### src/rtl/lte_pkg.sv
// constants for the low power timer encoder interface
package lte_pkg;
  localparam int ADDR_W = 5;
  localparam logic [4:0] OFS_STS = 5'h00;
  localparam logic [4:0] OFS_CLR = 5'h04;
  localparam logic [4:0] OFS_IEN = 5'h08;
  localparam logic [4:0] OFS_CFG = 5'h0C;
  localparam logic [4:0] OFS_CTRL = 5'h10;
  localparam logic [4:0] OFS_CMP = 5'h14;
  localparam logic [4:0] OFS_ARR = 5'h18;
  localparam logic [4:0] OFS_CNT = 5'h1C;
  // status, clear and enable bit positions
  localparam int NFLG = 7;
  localparam int FLG_CMPM = 0;
  localparam int FLG_ARRM = 1;
  localparam int FLG_EXTERNAL_TRIGGER_FLAG = 2;
  localparam int FLG_CMPUPD = 3;
  localparam int FLG_RELOAD_WRITE_DONE_FLAG = 4;
  localparam int FLG_UP = 5;
  localparam int FLG_DOWN = 6;
  // configuration bit positions
  localparam int CFG_CLOCK_SOURCE_SELECT = 0;
  localparam int CFG_POL_LO = 1;
  localparam int CFG_PRE_LO = 9;
  localparam int CFG_TRG_LO = 17;
  localparam int CFG_TMO = 19;
  localparam int CFG_ENC = 23;
  localparam int CFG_PULSE_DIRECTION_DECODER_ENABLE = 24;
  localparam logic [31:0] CFG_MASK = 32'h018E_0E07;
  // control bit positions
  localparam int CTRL_EN = 0;
  localparam int CTRL_SNG = 1;
  localparam int CTRL_CONT = 2;
  // reset values
  localparam logic [15:0] ARR_RST = 16'h0001;
  localparam logic [15:0] CMP_RST = 16'h0000;
  localparam logic [15:0] CNT_RST = 16'h0000;
  localparam logic [31:0] CFG_RST = 32'h0000_0000;
  localparam logic [2:0] CTRL_RST = 3'h0;
  // edge polarity codes
  localparam logic [1:0] POL_RISE = 2'h0;
  localparam logic [1:0] POL_FALL = 2'h1;
  localparam logic [1:0] POL_BOTH = 2'h2;
  // trigger source codes
  localparam logic [1:0] TRG_SW = 2'h0;
  localparam logic [1:0] TRG_RISE = 2'h1;
  localparam logic [1:0] TRG_FALL = 2'h2;
  // pin indices in the synchroniser
  localparam int NPIN = 3;
  localparam int PIN_IN1 = 0;
  localparam int PIN_IN2 = 1;
  localparam int PIN_TRG = 2;
  typedef enum logic [1:0] {LTE_IDLE, LTE_WAIT, LTE_RUN} lte_run_e;
endpackage

### src/rtl/lte_pin_if.sv
// filtered pin levels and edges between synchroniser and timer
`timescale 1ns/1ns
interface lte_pin_if #(parameter int N = 3);
  logic [N-1:0] lvl;
  logic [N-1:0] rise;
  logic [N-1:0] fall;
  modport src (output lvl, output rise, output fall);
  modport dst (input lvl, input rise, input fall);
endinterface // lte_pin_if

### src/rtl/lte_pin_sync.sv
// three-stage pin synchroniser with agreement filter and edge detect
`timescale 1ns/1ns
module lte_pin_sync import lte_pkg::*; #(
  parameter int N = 3
) (
  // clock, reset, enable
  input wire logic core_clk_in,
  input wire logic nrst_in,
  input wire logic ce_in,
  // pins and filtered view
  input wire logic [N-1:0] pin_in,
  lte_pin_if.src pins
);
  logic [N-1:0] s1_q;
  logic [N-1:0] s2_q;
  logic [N-1:0] s3_q;
  logic [N-1:0] filt_q;
  logic [N-1:0] prev_q;
  wire logic [N-1:0] filt_d;

  // level only moves once stages two and three agree
  assign filt_d = (s2_q & s3_q) | (filt_q & (s2_q | s3_q));

  always_ff @(posedge core_clk_in or negedge nrst_in) begin
    if (!nrst_in) begin
      s1_q <= '0;
      s2_q <= '0;
      s3_q <= '0;
      filt_q <= '0;
      prev_q <= '0;
    end else if (ce_in) begin
      s1_q <= pin_in;
      s2_q <= s1_q;
      s3_q <= s2_q;
      filt_q <= filt_d;
      prev_q <= filt_q;
    end
  end

  assign pins.lvl = filt_q;
  assign pins.rise = filt_q & ~prev_q;
  assign pins.fall = ~filt_q & prev_q;
endmodule // lte_pin_sync

### src/rtl/lte_timer.sv
// low power timer with quadrature, pulse-direction decoders and timeout
`timescale 1ns/1ns
module lte_timer import lte_pkg::*; (
  // clock, reset, enable
  input wire logic core_clk_in,
  input wire logic nrst_in,
  input wire logic ce_in,
  // register port
  input wire logic [ADDR_W-1:0] addr_in,
  input wire logic [31:0] wdata_in,
  input wire logic wr_in,
  input wire logic rd_in,
  output logic [31:0] rdata_out,
  // encoder and trigger pins
  input wire logic enc_a_in,
  input wire logic enc_b_in,
  input wire logic trig_in,
  // status
  output logic irq_out,
  output logic dir_up_out
);
  lte_pin_if #(.N(NPIN)) pins ();

  lte_pin_sync #(.N(NPIN)) u_sync (
    .core_clk_in(core_clk_in),
    .nrst_in(nrst_in),
    .ce_in(ce_in),
    .pin_in({trig_in, enc_b_in, enc_a_in}),
    .pins(pins)
  );

  logic [NFLG-1:0] sts_q;
  logic [NFLG-1:0] ien_q;
  logic [NFLG-1:0] arm_q;
  logic [31:0] cfg_q;
  logic [2:0] ctrl_q;
  logic [15:0] cmp_q;
  logic [15:0] arr_q;
  logic [15:0] cnt_q;
  logic arr_pend_q;
  logic cmp_pend_q;
  logic dir_q;
  logic dir_vld_q;
  logic irq_q;
  logic [31:0] rdata_q;
  lte_run_e run_q;
  lte_run_e run_d;

  // register decode
  wire logic wr_clr = wr_in && addr_in == OFS_CLR;
  wire logic wr_ien = wr_in && addr_in == OFS_IEN;
  wire logic wr_cfg = wr_in && addr_in == OFS_CFG;
  wire logic wr_ctrl = wr_in && addr_in == OFS_CTRL;
  wire logic wr_cmp = wr_in && addr_in == OFS_CMP;
  wire logic wr_arr = wr_in && addr_in == OFS_ARR;
  wire logic [NFLG-1:0] clr_v = wr_clr ? wdata_in[NFLG-1:0] : '0;

  // configuration fields
  wire logic [1:0] pol = cfg_q[CFG_POL_LO +: 2];
  wire logic [1:0] trg_sel = cfg_q[CFG_TRG_LO +: 2];
  wire logic tmo_en = cfg_q[CFG_TMO];
  wire logic int_clk = !cfg_q[CFG_CLOCK_SOURCE_SELECT];
  wire logic quad_mode = cfg_q[CFG_ENC] && int_clk;
  wire logic nq_mode = cfg_q[CFG_PULSE_DIRECTION_DECODER_ENABLE] && !cfg_q[CFG_ENC] && int_clk;
  wire logic dec_mode = quad_mode || nq_mode;
  wire logic en = ctrl_q[CTRL_EN];
  wire logic go = en && ctrl_q[CTRL_CONT];
  wire logic running = run_q == LTE_RUN;

  // filtered pin views
  wire logic r1 = pins.rise[PIN_IN1];
  wire logic f1 = pins.fall[PIN_IN1];
  wire logic r2 = pins.rise[PIN_IN2];
  wire logic f2 = pins.fall[PIN_IN2];
  wire logic l1 = pins.lvl[PIN_IN1];
  wire logic l2 = pins.lvl[PIN_IN2];
  wire logic use_r = pol != POL_FALL;
  wire logic use_f = pol != POL_RISE;

  // quadrature table; opposite line is stable at the active edge
  wire logic q_up = (use_r && r1 && !l2) || (use_f && f1 && l2) ||
                    (use_r && r2 && l1) || (use_f && f2 && !l1);
  wire logic q_dn = (use_r && r1 && l2) || (use_f && f1 && !l2) ||
                    (use_r && r2 && !l1) || (use_f && f2 && l1);
  // both-edge polarity simply enables both halves of the table

  // pulse-direction: both lines high is an illegal pattern and is ignored
  wire logic n_up = r1 && !l2;
  wire logic n_dn = r2 && !l1;

  // trigger detection
  wire logic trg_evt = (trg_sel == TRG_RISE) ? pins.rise[PIN_TRG] :
                       (trg_sel == TRG_FALL) ? pins.fall[PIN_TRG] :
                       (trg_sel == TRG_SW) ? 1'b0 :
                       (pins.rise[PIN_TRG] || pins.fall[PIN_TRG]);
  wire logic tmo_hit = running && trg_evt && tmo_en;
  wire logic trg_ok = (run_q == LTE_WAIT && go && trg_evt) || tmo_hit;

  // count steps
  wire logic step_up = running && !tmo_hit &&
                       (quad_mode ? q_up : nq_mode ? n_up : 1'b1);
  wire logic step_dn = running && !tmo_hit &&
                       (quad_mode ? q_dn : nq_mode ? n_dn : 1'b0);
  wire logic cnt_chg = tmo_hit || step_up || step_dn;

  // counter stays inside zero to reload, wrapping either way
  wire logic [15:0] cnt_inc = (cnt_q >= arr_q) ? 16'h0000 : cnt_q + 16'h0001;
  wire logic [15:0] cnt_dec = (cnt_q == 16'h0000 || cnt_q > arr_q) ? arr_q :
                              cnt_q - 16'h0001;
  wire logic [15:0] cnt_nx = !running ? CNT_RST :
                             tmo_hit ? 16'h0000 :
                             step_up ? cnt_inc :
                             step_dn ? cnt_dec : cnt_q;

  // direction change only counts in decoder modes
  wire logic dir_chg_up = dec_mode && step_up && (!dir_vld_q || !dir_q);
  wire logic dir_chg_dn = dec_mode && step_dn && (!dir_vld_q || dir_q);

  // events into status
  wire logic [NFLG-1:0] set_v;
  assign set_v[FLG_CMPM] = cnt_chg && cnt_nx == cmp_q;
  assign set_v[FLG_ARRM] = cnt_chg && cnt_nx == arr_q;
  assign set_v[FLG_EXTERNAL_TRIGGER_FLAG] = trg_ok;
  assign set_v[FLG_CMPUPD] = cmp_pend_q;
  assign set_v[FLG_RELOAD_WRITE_DONE_FLAG] = arr_pend_q;
  assign set_v[FLG_UP] = dir_chg_up;
  assign set_v[FLG_DOWN] = dir_chg_dn;

  // set wins over a same-cycle clear
  wire logic [NFLG-1:0] sts_d = (sts_q & ~clr_v) | set_v;
  wire logic [NFLG-1:0] ien_d = wr_ien ? wdata_in[NFLG-1:0] : ien_q;
  // arm only while enabled at set time, so stale flags stay quiet
  wire logic [NFLG-1:0] arm_d = ien_d & sts_d &
                                (arm_q | (set_v & ien_q));
  wire logic irq_d = |arm_d;

  // run sequencing
  always_comb begin
    run_d = run_q;
    unique case (run_q)
      LTE_IDLE: begin
        if (go) begin
          run_d = (trg_sel == TRG_SW) ? LTE_RUN : LTE_WAIT;
        end
      end
      LTE_WAIT: begin
        if (!go) begin
          run_d = LTE_IDLE;
        end else if (trg_evt) begin
          run_d = LTE_RUN;
        end
      end
      LTE_RUN: begin
        if (!go) begin
          run_d = LTE_IDLE;
        end
      end
    endcase
  end

  // read mux; clear register reads as zero
  wire logic [31:0] rd_mux =
    (addr_in == OFS_STS) ? {25'h0, sts_q} :
    (addr_in == OFS_IEN) ? {25'h0, ien_q} :
    (addr_in == OFS_CFG) ? cfg_q :
    (addr_in == OFS_CTRL) ? {29'h0, ctrl_q} :
    (addr_in == OFS_CMP) ? {16'h0, cmp_q} :
    (addr_in == OFS_ARR) ? {16'h0, arr_q} :
    (addr_in == OFS_CNT) ? {16'h0, cnt_q} : 32'h0000_0000;
  // mode bits leave the run state untouched until go drops
  wire logic [2:0] ctrl_d = wdata_in[CTRL_EN] ? wdata_in[2:0] : CTRL_RST;

  always_ff @(posedge core_clk_in or negedge nrst_in) begin
    if (!nrst_in) begin
      sts_q <= '0;
      ien_q <= '0;
      arm_q <= '0;
      irq_q <= 1'b0;
      rdata_q <= 32'h0000_0000;
    end else if (ce_in) begin
      sts_q <= sts_d;
      ien_q <= ien_d;
      arm_q <= arm_d;
      irq_q <= irq_d;
      rdata_q <= rd_in ? rd_mux : 32'h0000_0000;
    end
  end

  always_ff @(posedge core_clk_in or negedge nrst_in) begin
    if (!nrst_in) begin
      cfg_q <= CFG_RST;
      ctrl_q <= CTRL_RST;
      cmp_q <= CMP_RST;
      arr_q <= ARR_RST;
      cmp_pend_q <= 1'b0;
      arr_pend_q <= 1'b0;
    end else if (ce_in) begin
      if (wr_cfg) cfg_q <= wdata_in & CFG_MASK;
      if (wr_ctrl) ctrl_q <= ctrl_d;
      if (wr_cmp) cmp_q <= wdata_in[15:0];
      if (wr_arr) arr_q <= wdata_in[15:0];
      cmp_pend_q <= wr_cmp;
      arr_pend_q <= wr_arr;
    end
  end

  always_ff @(posedge core_clk_in or negedge nrst_in) begin
    if (!nrst_in) begin
      run_q <= LTE_IDLE;
      cnt_q <= CNT_RST;
      dir_q <= 1'b1;
      dir_vld_q <= 1'b0;
    end else if (ce_in) begin
      run_q <= run_d;
      cnt_q <= cnt_nx;
      if (step_up || step_dn) dir_q <= step_up;
      dir_vld_q <= running && (dir_vld_q || step_up || step_dn);
    end
  end

  assign rdata_out = rdata_q;
  assign irq_out = irq_q;
  assign dir_up_out = dir_q;
endmodule // lte_timer

### config.mk
export PLATFORM = sky130hd
export DESIGN_NAME = lte_timer
export DESIGN_NICKNAME = d
export VERILOG_FILES = /design/src/rtl/lte_pkg.sv /design/src/rtl/lte_pin_if.sv /design/src/rtl/lte_pin_sync.sv /design/src/rtl/lte_timer.sv
export SDC_FILE = /design/constraint.sdc
export NUM_CORES = 1
export LEC_CHECK = 0
export BUFFER_PORTS_ARGS = -buffer_cell sky130_fd_sc_hd__buf_4
export CORE_MARGIN = 2
export CORE_UTILIZATION = 40
export DETAILED_ROUTE_END_ITERATION = 10
export HOLD_SLACK_MARGIN = 0.08
export PLACE_DENSITY = 0.57
export REMOVE_ABC_BUFFERS = 1
export SLEW_MARGIN = 20
export SYNTH_ARGS = -nofsm -noshare
export SYNTH_HDL_FRONTEND = slang
export SYNTH_SLANG_ARGS = --single-unit
### constraint.sdc
create_clock -name core_clk_in -period 7.3 [get_ports core_clk_in]
set_clock_uncertainty 0.1 [all_clocks]
set_input_delay 0.73 -clock core_clk_in [delete_from_list [all_inputs] [get_ports core_clk_in]]
set_output_delay 0.73 -clock core_clk_in [all_outputs]
set_load 0.05 [all_outputs]
==> impl_results.md, run 1 <==
* Top library cells by usage in the layout, fill and taps aside: sky130_fd_sc_hd__dfrtp_1 (124), sky130_fd_sc_hd__mux2_2 (80), sky130_fd_sc_hd__buf_4 (67), sky130_fd_sc_hd__nand2_1 (57), sky130_fd_sc_hd__nor2_1 (53)
* Total of cells resized after clock tree synthesis at 0
* Setup slack of the most critical reg-to-reg path at between 2 and 2.5 ns
* Clock transition at path regs at approximately 0.06 ns
* Final TNS setup at 0 ns
* Sequential area share after synthesis at a little under two fifths
* Inserted Clock Buffers at 17
* Num rows at between 50 and 60
* Max rail drop VDD at 0.226 mV
* Area taken by flip-flops and latches at 3160 um2
* Vias in the first global route at about 6900
* Tcrit/Tclk final at ~69%
* Die span in x at roughly 150 um
* Antenna Violating Nets Remaining at 0
* Global route overflow at 0
* Overall routed net length at 25.6 mm
* CTS Hold Bufs at 0
* Mean number of vias per cell at between 6 and 7
* Starting density of the core at 40.6%
* Total number of clock tree sinks at 126
* Final Instance Area at between 9000 and 10000 um2
* Area of placed instances at between 9000 and 10000 um2
* Time the final worst path needs with I/O delays and setup at roughly 5.0 ns
* Number of pins exceeding their max-slew limit in the final report at 0
* Least-Margin Pin Slew at about 0.96 ns
* HPWL after detailed placement at approximately 18 mm
* Area of combinational cells with multiple inputs at 4870 um2
* Core ar. at approximately 21000 um2
* Arrival time at the worst endpoint at 5.26 ns
* Launch point of the critical path: cnt_q[7]
* Height of the chip at around 150 um
* CTS tree: yes
* Post-synth EDFFs at 0
* Critical R2R Capture: arm_q[0]
* Achievable Freq at around 200 MHz
* Post-CTS setup buffers at 0
* Final setup fails at 0
* Avg Cell Area, Syn at roughly 9.5 um2
* Kind of start point of the critical path: flop
* Aggregate global-route resource usage at between 20% and 30%
* Initial antenna violation count at 0
* CP required at 7.53 ns
* Total of fill cells in the finished design at around 2000
* Share of final-layout standard cells stronger than drive strength 1 at a little under a quarter
* Insertion delay to the later sink of the worst-skew pair at around 0.42 ns
* Reg2Reg Launch Point: cnt_q[7]
* Overall via count from detail_route at between 7000 and 8000
* Final routed wire length divided by cell count at about 21 um
* PD cells at 343 nW/um2
* Full die area at approximately 22000 um2
* Critical Path End Type: flop
* Post-synthesis cell count at slightly below 900
* Status: finished, final reports clean
* Total standard cell area after synthesis at 8480 um2
* Number of distinct standard cells referenced by the synthesized netlist at 91
* Most used flip-flop cell after synthesis: sky130_fd_sc_hd__dfrtp_1
* Leak pwr at about 4.0 nW
* Total I/O pin count at approximately 80
* Routability Congestion at 0.977
* Max Cap Violations at 0
* Clock Tree Buf Depth at 2
* Critical path start-end classification: reg -> reg
* Pin count of the biggest net entering global routing at between 60 and 70
* Number of DRC markers in iteration 0 at 599
* Number of register bits inferred by synthesis at 126
* H-tree depth at 4
* Area growth from synthesis to layout at 12.8%
* Commonest non-fill, non-tap cell in the layout: sky130_fd_sc_hd__dfrtp_1
* Final net count at just under 1000
* Unrepaired setup endpoints after global routing: no
* Clk Tree Root Cell: sky130_fd_sc_hd__clkbuf_16
* Buffers on Ports at 56
* Asr flop ratio synth at 100%
* Antenna cells at 0
* Hold/Removal Path Class: in -> async
* R2R cell count at 11
* Number of remaining DRC errors at 0
* Syn. warnings at 0
* Worst-case headroom to the max-slew limit at between 30% and 40%
* Number of iterations in the first detailed-routing pass at 5
* First-pass GRT wire length at 40.7 mm
* Final Power at 3.28 mW
* Final hold violations at 0
* Worst Path Max Fanout at 14
[layer usage]
metal | vias to the layer above | track usage [%] | share of wire (%)
li1 | 3384 | - | -
met1 | 3607 | 33.6 | 45
met2 | 235 | 37.7 | 47
met3 | 26 | 4.33 | 5.6
met4 | 0 | 6.52 | 1.9
met5 | - | 0 | 0
[cells in the mapped netlist (all sizes together), types with 3 or more instances]
library cell / number / area share [%]
a2111oi: 6 / 1.0
mux2: 80 / 11
a22oi: 18 / 1.6
nor4: 16 / 1.5
inv: 37 / 1.6
a22o: 9 / 0.93
o311ai: 6 / 0.88
or4: 6 / 0.58
o22ai: 3 / 0.22
dfrtp: 124 / 37
ha: 23 / 3.4
mux4: 3 / 0.80
xor2: 17 / 1.8
o2bb2ai: 14 / 1.4
nor3b: 3 / 0.27
nor2b: 7 / 0.52
nor2: 54 / 2.4
o211ai: 5 / 0.44
nand2: 61 / 2.8
xnor2: 15 / 1.5
o311a: 3 / 0.35
a221oi: 5 / 0.80
a21oi: 49 / 2.9
nand4: 26 / 1.9
clkbuf: 35 / 1.5
a211o: 3 / 0.31
o31ai: 5 / 0.56
and2: 4 / 0.29
mux2i: 10 / 1.2
a21o: 5 / 0.46
a211oi: 6 / 0.53
and4: 7 / 0.72
o32ai: 3 / 0.31
nand3: 27 / 1.8
and3: 12 / 0.88
nand2b: 6 / 0.44
a41oi: 3 / 0.31
a221o: 4 / 0.47
buf: 36 / 2.6
nor3: 29 / 1.8
o21ai: 60 / 3.8
a31oi: 8 / 0.59
[sequential cells by signal, summed over array words and instances (netlist names), 2 cells and up]
name,flops
run_q,2
cnt_q,16
arr_q,16
u_sync.pins.lvl,3
cfg_q,11
u_sync.s3_q,3
u_sync.s2_q,3
rdata_out,21
ctrl_q,3
cmp_q,16
u_sync.s1_q,3
u_sync.prev_q,3
ien_q,7
sts_q,7
arm_q,7
[per-stage QoR]
step                      setup WS, ns  cells  hold WS [ns]  utilization (%)
final                             2.27   1203         0.183             45.8
after global routing              1.98   1203         0.234             45.8
after CTS                         2.37   1203         0.209             45.8
after detailed placement          2.36   1171         0.369             43.2
after global placement            2.42   1171         0.362             43.2
after floorplan                   3.17    828         0.334                -
[worst max-delay path, cell delays in order (launching register included)]
cell and delay (ns):
sky130_fd_sc_hd__dfrtp_1 0.69, sky130_fd_sc_hd__ha_1 0.37, sky130_fd_sc_hd__a41oi_1 0.19, sky130_fd_sc_hd__o21ai_1 0.18
sky130_fd_sc_hd__a221oi_4 0.51, sky130_fd_sc_hd__a21o_1 0.59, sky130_fd_sc_hd__nand2_2 0.37, sky130_fd_sc_hd__a311oi_2 0.42
sky130_fd_sc_hd__xor2_1 0.17, sky130_fd_sc_hd__nor4_1 0.84, sky130_fd_sc_hd__nand3_1 0.24, sky130_fd_sc_hd__o31ai_2 0.26
[worst max path at each step]
stage / slack [ns] / endpoint / cells after the start
floorplan: 3.17 / arm_q[0] / 13
finish: 2.27 / arm_q[0] / 11
CTS: 2.37 / arm_q[0] / 12
detailed placement: 2.36 / arm_q[0] / 12
global placement: 2.42 / arm_q[0] / 12
global route: 1.98 / arm_q[0] / 12
[cells by family (layout without fill, tap and decap cells)]
family          after synthesis  in the layout  share of synthesized area [%]
simple gates                267            267                           16.9
compound gates              239            239                           20.8
flops                       126            126                           37.2
buf+inv                     108            137                           5.81
mux                          93             93                           12.6
xor+xnor                     32             32                           3.30
fa+ha+maj                    23             23                           3.39
other cells                   1             11                         0.0442
[layout make-up]
cell class / instances / area share [%]
multi-input cells: 665 / 50.9
flip-flops and latches: 126 / 33.0
repair buffers: 68 / 5.37
clock buffers: 19 / 4.52
well taps: 275 / 3.59
inverters: 37 / 1.45
clock inverters: 13 / 1.20
[report_power, final]
group / leakage [nW] / internal [mW] / switching (mW)
Combinational: 2.13 / 0.511 / 0.975
Clock: 0.260 / 0.468 / 0.337
Sequential: 1.63 / 0.808 / 0.181
(Power assumes the default switching activity.)
==> inputs of run 2 (changes only) <==
Settings changed: PLACE_DENSITY 0.57 to 0.6.
Clock period 7.3 ns to 4.4 ns, I/O delays scaled along.
==> impl_results.md, run 2 (synthesis gave the netlist of run 1 again) <==
* Achievable Freq at 240 MHz (+21%)
* Time the final worst path needs with I/O delays and setup at 4.17 ns (-0.866 ns)
* H-tree depth at 4 (unchanged)
* Tcrit/Tclk final at 94.7% (+26 points)
* Crit path cell chain: inv_1, ha_1, a41oi_1, o21ai_1, a221oi_4, nand2_2, buf_4, o32ai_1, o32ai_1, a211oi_1, and4_1, nand4_1, a21oi_1, o32a_1
* Die span in x at 150 um (unchanged)
* Total of cells resized after clock tree synthesis at 0 (unchanged)
* Final Power at 5.68 mW (+73%)
* Kind of start point of the critical path: flop
* Least-Margin Pin Slew at 0.738 ns (-0.224 ns)
* Height of the chip at 150 um (unchanged)
* Total I/O pin count at 79 (unchanged)
* HPWL after detailed placement at 19.1 mm (+8.0%)
* Full die area at 22400 um2 (unchanged)
* CP required at 4.66 ns (-2.87 ns)
* Post-layout utilization of the core at 47.8% (+1.9 points)
* Cell mode on critical path: sky130_fd_sc_hd__o32ai_1
* Total number of clock tree sinks at 126 (unchanged)
* Final hold violations at 0 (unchanged)
* Overall routed net length at 26.2 mm (+2.2%)
* Number of iterations in the first detailed-routing pass at 5 (unchanged)
* Vias in the first global route at 7174 (+3.7%)
* Clock transition at path regs at 0.06 ns (about the same)
* Num rows at 53 (unchanged)
* Worst Hold Slack at 0.147 ns (-0.0354 ns)
* Worst Path Max Fanout at 6 (-8)
* Buffers on Ports at 56 (unchanged)
* Unrepaired setup endpoints after global routing: no
* Final routed wire length divided by cell count at 20.8 um (-2.2%)
* Inserted Clock Buffers at 17 (unchanged)
* Commonest non-fill, non-tap cell in the layout: sky130_fd_sc_hd__dfrtp_1
* Worst path buffer plus inverter count at 2 (+2)
* Critical Path End Type: flop
* Max rail drop VDD at 0.345 mV (+53%)
* Total of fill cells in the finished design at 1958 (-4.4%)
* Top library cells by usage in the layout, fill and taps aside: sky130_fd_sc_hd__dfrtp_1 (124), sky130_fd_sc_hd__buf_4 (120), sky130_fd_sc_hd__mux2_2 (80), sky130_fd_sc_hd__nand2_1 (57), sky130_fd_sc_hd__nor2_1 (53)
* Pin count of the biggest net entering global routing at 67 (-2.9%)
* Post-route worst setup slack at 0.235 ns (-2.03 ns)
* Initial antenna violation count at 0 (unchanged)
* Worst-case headroom to the max-slew limit at 50.7% (+15 points)
* Leak pwr at 4.30 nW (+6.8%)
* Final TNS setup at 0 ns (unchanged)
* Met2 wirelength from detailed routing at 12.1 mm (+0.17%)
* Cell class contributing the biggest share of worst-path delay: compound AO/OA/AOI/OAI gates
* Share of final-layout standard cells stronger than drive strength 1 at 27.5% (+4.2 points)
* Number of remaining DRC errors at 0 (unchanged)
* Number of DRC markers in iteration 0 at 721 (+20%)
* Standard cell with the maximum stage delay on the critical path: sky130_fd_sc_hd__o32ai_1
* Starting density of the core at 40.6% (unchanged)
* Core ar. at 20900 um2 (unchanged)
* Final Instance Area at 9970 um2 (+4.2%)
* Cell total after placement at 1224 (+4.5%)
* PD cells at 569 nW/um2 (+66%)
* Final setup fails at 0 (unchanged)
* CTS tree: yes
* Clk Tree Root Cell: sky130_fd_sc_hd__clkbuf_16
* First-pass GRT wire length at 41.2 mm (+1.1%)
* Arrival time at the worst endpoint at 4.43 ns (-0.83 ns)
* Mean number of vias per cell at 5.98 (-0.75%)
* Max FFs per register at 21 (unchanged)
* Routability Congestion at 0.960 (-1.7%)
* Placement Setup Slack at 0.324 ns (-2.04 ns)
* Largest stage delay on the critical path at 0.53 ns (-0.31 ns)
* Hold/Removal Path Class: in -> reg
* Antenna Violating Nets Remaining at 0 (unchanged)
* Clock Tree Buf Depth at 2 (unchanged)
* Final net count at 1037 (+5.5%)
* Critical path start-end classification: reg -> reg
* Routed wl met3 at 1.54 mm (+8.3%)
* Highest routed layer: met4
* Aggregate global-route resource usage at 24.1% (+0.24 points)
* Overall via count from detail_route at 7515 (+3.6%)
* Antenna cells at 0 (unchanged)
* Met1 layer wirelength in the final routing at 11.8 mm (+1.7%)
* Number of pins exceeding their max-slew limit in the final report at 0 (unchanged)
* Area of placed instances at 9420 um2 (+4.4%)
* Area growth from synthesis to layout at 17.6%
* Max Cap Violations at 0 (unchanged)
* Global route overflow at 0 (unchanged)
* Number of standard cells in the final layout excluding fillers at 1256 (+4.4%)
* Insertion delay to the later sink of the worst-skew pair at 0.42 ns (about the same)
* Status: finished, final reports clean
## run 2: layout make-up
class / instances / area (um2) / share of cell area (%)
multi-input combinational: 665 / 4870 / 48.9
sequential: 126 / 3160 / 31.6
timing repair buffer: 122 / 922 / 9.24
clock buffer: 19 / 453 / 4.54
tap: 275 / 344 / 3.45
inverter: 37 / 139 / 1.39
clock inverter: 12 / 87.6 / 0.878
## run 2: per-layer routing
metal	GRT usage, %	vias to the layer above
li1	-	3471
met1	34.0	3744
met2	37.2	257
met3	4.39	43
met4	8.24	0
met5	0	-
## run 2: what timing repair did
item,4_1_cts,5_1_grt
hold buffers,1,0
endpoints found under the hold margin,62,0
buffers inserted,0,0
## run 2: final timing paths
path | from | endpoint | slack (ns) | cells past startpoint
max reg2reg | arr_q[7] | irq_out | 0.23 | 14
max | arr_q[7] | irq_out | 0.23 | 14
min reg2reg | rdata_out[13] | rdata_out[13] | 0.39 | 1
min | trig_in | u_sync.s1_q[2] | 0.15 | 2
max in group asynchronous | nrst_in | cnt_q[5] | 2.80 | 3
min in group asynchronous | nrst_in | rdata_out[13] | 0.48 | 2
## run 2: report_power, final
| part | internal, mW | switching (mW) |
|---|---|---|
| clock network | 0.748 | 0.542 |
| registers | 1.34 | 0.191 |
| logic | 1.09 | 1.76 |
| total | 3.18 | 2.49 |
==> inputs of run 3 (changes only) <==
Settings changed: PLACE_DENSITY 0.6 to 0.57.
Clock period 4.4 ns to 4.19 ns, I/O delays scaled along.
==> impl_results.md, run 3 (synthesis gave the netlist of run 1 again) <==
* Stages on worst setup path at 15 (+1)
* Total number of clock tree sinks at 126 (unchanged)
* Max FFs per register at 21 (unchanged)
* Launch point of the critical path: arr_q[5]
* Number of remaining DRC errors at 0 (unchanged)
* Achievable Freq at 253 MHz (+5.4%)
* H-tree depth at 4 (unchanged)
* Arrival time at the worst endpoint at 4.17 ns (-0.26 ns)
* Worst hold path stage count at 2 (unchanged)
* Overall routed net length at 26.3 mm (+0.57%)
* Number of iterations in the first detailed-routing pass at 5 (unchanged)
* Starting density of the core at 40.6% (unchanged)
* Critical R2R Capture: irq_out
* Buffers on Ports at 56 (unchanged)
* CP required at 4.40 ns (-0.26 ns)
* Time the final worst path needs with I/O delays and setup at 3.95 ns (-0.213 ns)
* Die span in x at 150 um (unchanged)
* HPWL after detailed placement at 19.2 mm (+0.55%)
* Share of final-layout standard cells stronger than drive strength 1 at 28.5% (+1.0 points)
* Critical path start-end classification: reg -> reg
* Final setup fails at 0 (unchanged)
* Status: finished, final reports clean
* Leak pwr at 4.39 nW (+2.2%)
* Final routed wire length divided by cell count at 20.7 um (-0.54%)
* Setup slack of the most critical reg-to-reg path at 0.24 ns (about the same)
* Tcrit/Tclk final at 94.3% (-0.35 points)
* R2R cell count at 15 (+1)
* Worst Hold Slack at 0.122 ns (-0.0250 ns)
* Core ar. at 20900 um2 (unchanged)
* Reg2Reg Launch Point: arr_q[5]
* Total I/O pin count at 79 (unchanged)
* Area growth from synthesis to layout at 19.6%
* Height of the chip at 150 um (unchanged)
* End of the critical path: irq_out
* Least-Margin Pin Slew at 0.832 ns (+0.0943 ns)
* Clock transition at path regs at 0.06 ns (about the same)
* Aggregate global-route resource usage at 24.2% (+0.15 points)
* Number of DRC markers in iteration 0 at 779 (+8.0%)
* Full die area at 22400 um2 (unchanged)
* Clk Tree Root Cell: sky130_fd_sc_hd__clkbuf_16
* Placement Setup Slack at 0.271 ns (-0.0536 ns)
* Post-CTS setup buffers at 0 (unchanged)
* Area of combinational cells with multiple inputs at 4870 um2 (unchanged)
* Crit path cell chain: inv_1, ha_1, a41oi_1, o21ai_1, a221oi_4, buf_4, nand4_1, buf_4, nor3_1, o31a_1, a21oi_1, o2111a_1, nand4_1, a21oi_1, o32a_1
* Commonest non-fill, non-tap cell in the layout: sky130_fd_sc_hd__buf_4
* First-pass GRT wire length at 41.1 mm (-0.20%)
* Antenna cells at 0 (unchanged)
* Post-layout utilization of the core at 48.6% (+0.83 points)
* Number of standard cells in the final layout excluding fillers at 1270 (+1.1%)
* Pin count of the biggest net entering global routing at 88 (+31%)
* Cell total after placement at 1238 (+1.1%)
* Worst-case headroom to the max-slew limit at 44.5% (-6.2 points)
* Max Cap Violations at 0 (unchanged)
* Cell class contributing the biggest share of worst-path delay: compound AO/OA/AOI/OAI gates
* Insertion delay to the later sink of the worst-skew pair at 0.43 ns (about the same)
* Final net count at 1051 (+1.4%)
* Clock Tree Buf Depth at 2 (unchanged)
* Area taken by flip-flops and latches at 3160 um2 (unchanged)
* Worst path buffer plus inverter count at 3 (+1)
* Initial antenna violation count at 0 (unchanged)
* Total of fill cells in the finished design at 1987 (+1.5%)
* Overall via count from detail_route at 7540 (+0.33%)
* Critical Path End Type: flop
* Worst Path Max Fanout at 5 (-1)
* Standard cell with the maximum stage delay on the critical path: sky130_fd_sc_hd__a221oi_4
* Vias in the first global route at 7005 (-2.4%)
* Unrepaired setup endpoints after global routing: no
* Number of pins exceeding their max-slew limit in the final report at 0 (unchanged)
* Routability Congestion at 0.948 (-1.2%)
* Mean number of vias per cell at 5.94 (-0.77%)
* Post-route worst setup slack at 0.238 ns (+0.00349 ns)
* CTS tree: yes
* PD cells at 610 nW/um2 (+7.2%)
* Top library cells by usage in the layout, fill and taps aside: sky130_fd_sc_hd__buf_4 (134), sky130_fd_sc_hd__dfrtp_1 (124), sky130_fd_sc_hd__mux2_2 (80), sky130_fd_sc_hd__nand2_1 (57), sky130_fd_sc_hd__nor2_1 (53)
* Num rows at 53 (unchanged)
* Hold/Removal Path Class: in -> reg
* Inserted Clock Buffers at 17 (unchanged)
* Kind of start point of the critical path: flop
* Final TNS setup at 0 ns (unchanged)
* Largest stage delay on the critical path at 0.42 ns (-0.11 ns)
* Final hold violations at 0 (unchanged)
* Antenna Violating Nets Remaining at 0 (unchanged)
* Max rail drop VDD at 0.373 mV (+8.0%)
* Global route overflow at 0 (unchanged)
[run 3: how the worst min path moves through the flow]
| stage | start | to | slack [ns] |
|---|---|---|---|
| 3_3_place_gp | arm_q[6] | arm_q[6] | 0.36 |
| 6_report | wdata_in[23] | cfg_q[23] | 0.12 |
| 4_1_cts | enc_a_in | u_sync.s1_q[0] | 0.11 |
| 2_1_floorplan | nrst_in | arm_q[0] | 0.02 |
| 3_5_place_dp | ctrl_q[1] | ctrl_q[1] | 0.37 |
| 5_1_grt | enc_a_in | u_sync.s1_q[0] | 0.11 |
[run 3: area by class of cell]
type                            count  share of cell area [%]
Clock buffer                       17                    4.19
Clock inverter                     14                    1.80
Inverter                           37                    1.37
Multi-Input combinational cell    665                    48.0
Sequential cell                   126                    31.1
Tap cell                          275                    3.39
Timing Repair Buffer              136                    10.1
[run 3: repair_timing]
item                      4_1_cts  5_1_grt
gates resized for setup         0        0
hold buffers                    1        0
hold endpoints to repair       83        0
[run 3: worst reg2reg max path, delay by kind of cell (launching register included)]
| kind | cells | cell delay, ns |
|---|---|---|
| and+or+nand+nor | 3 | 0.63 |
| DFF | 1 | 0.38 |
| adders and majority gates | 1 | 0.27 |
| AOI/OAI and AO/OA | 8 | 1.93 |
| buffers and inverters | 3 | 0.54 |
[run 3: per-layer routing]
metal	global-route usage [%]	wire (um)
met5	0	0
met4	8.52	680
met3	4.51	1680
met2	37.5	12100
met1	34.0	11900
[run 3: stage by stage]
stage | area, um2 | power [mW]
after floorplan | 8170 | 3.38
after global placement | 9530 | 4.59
after detailed placement | 9530 | 4.59
after CTS | 10100 | 6.16
after global routing | 10100 | 6.55
final | 10100 | 6.19
[run 3: where the power goes]
part / switching [mW] / internal [mW]
Clock: 0.609 / 0.946
Sequential: 0.194 / 1.41
Combinational: 1.84 / 1.19
Total: 2.64 / 3.55
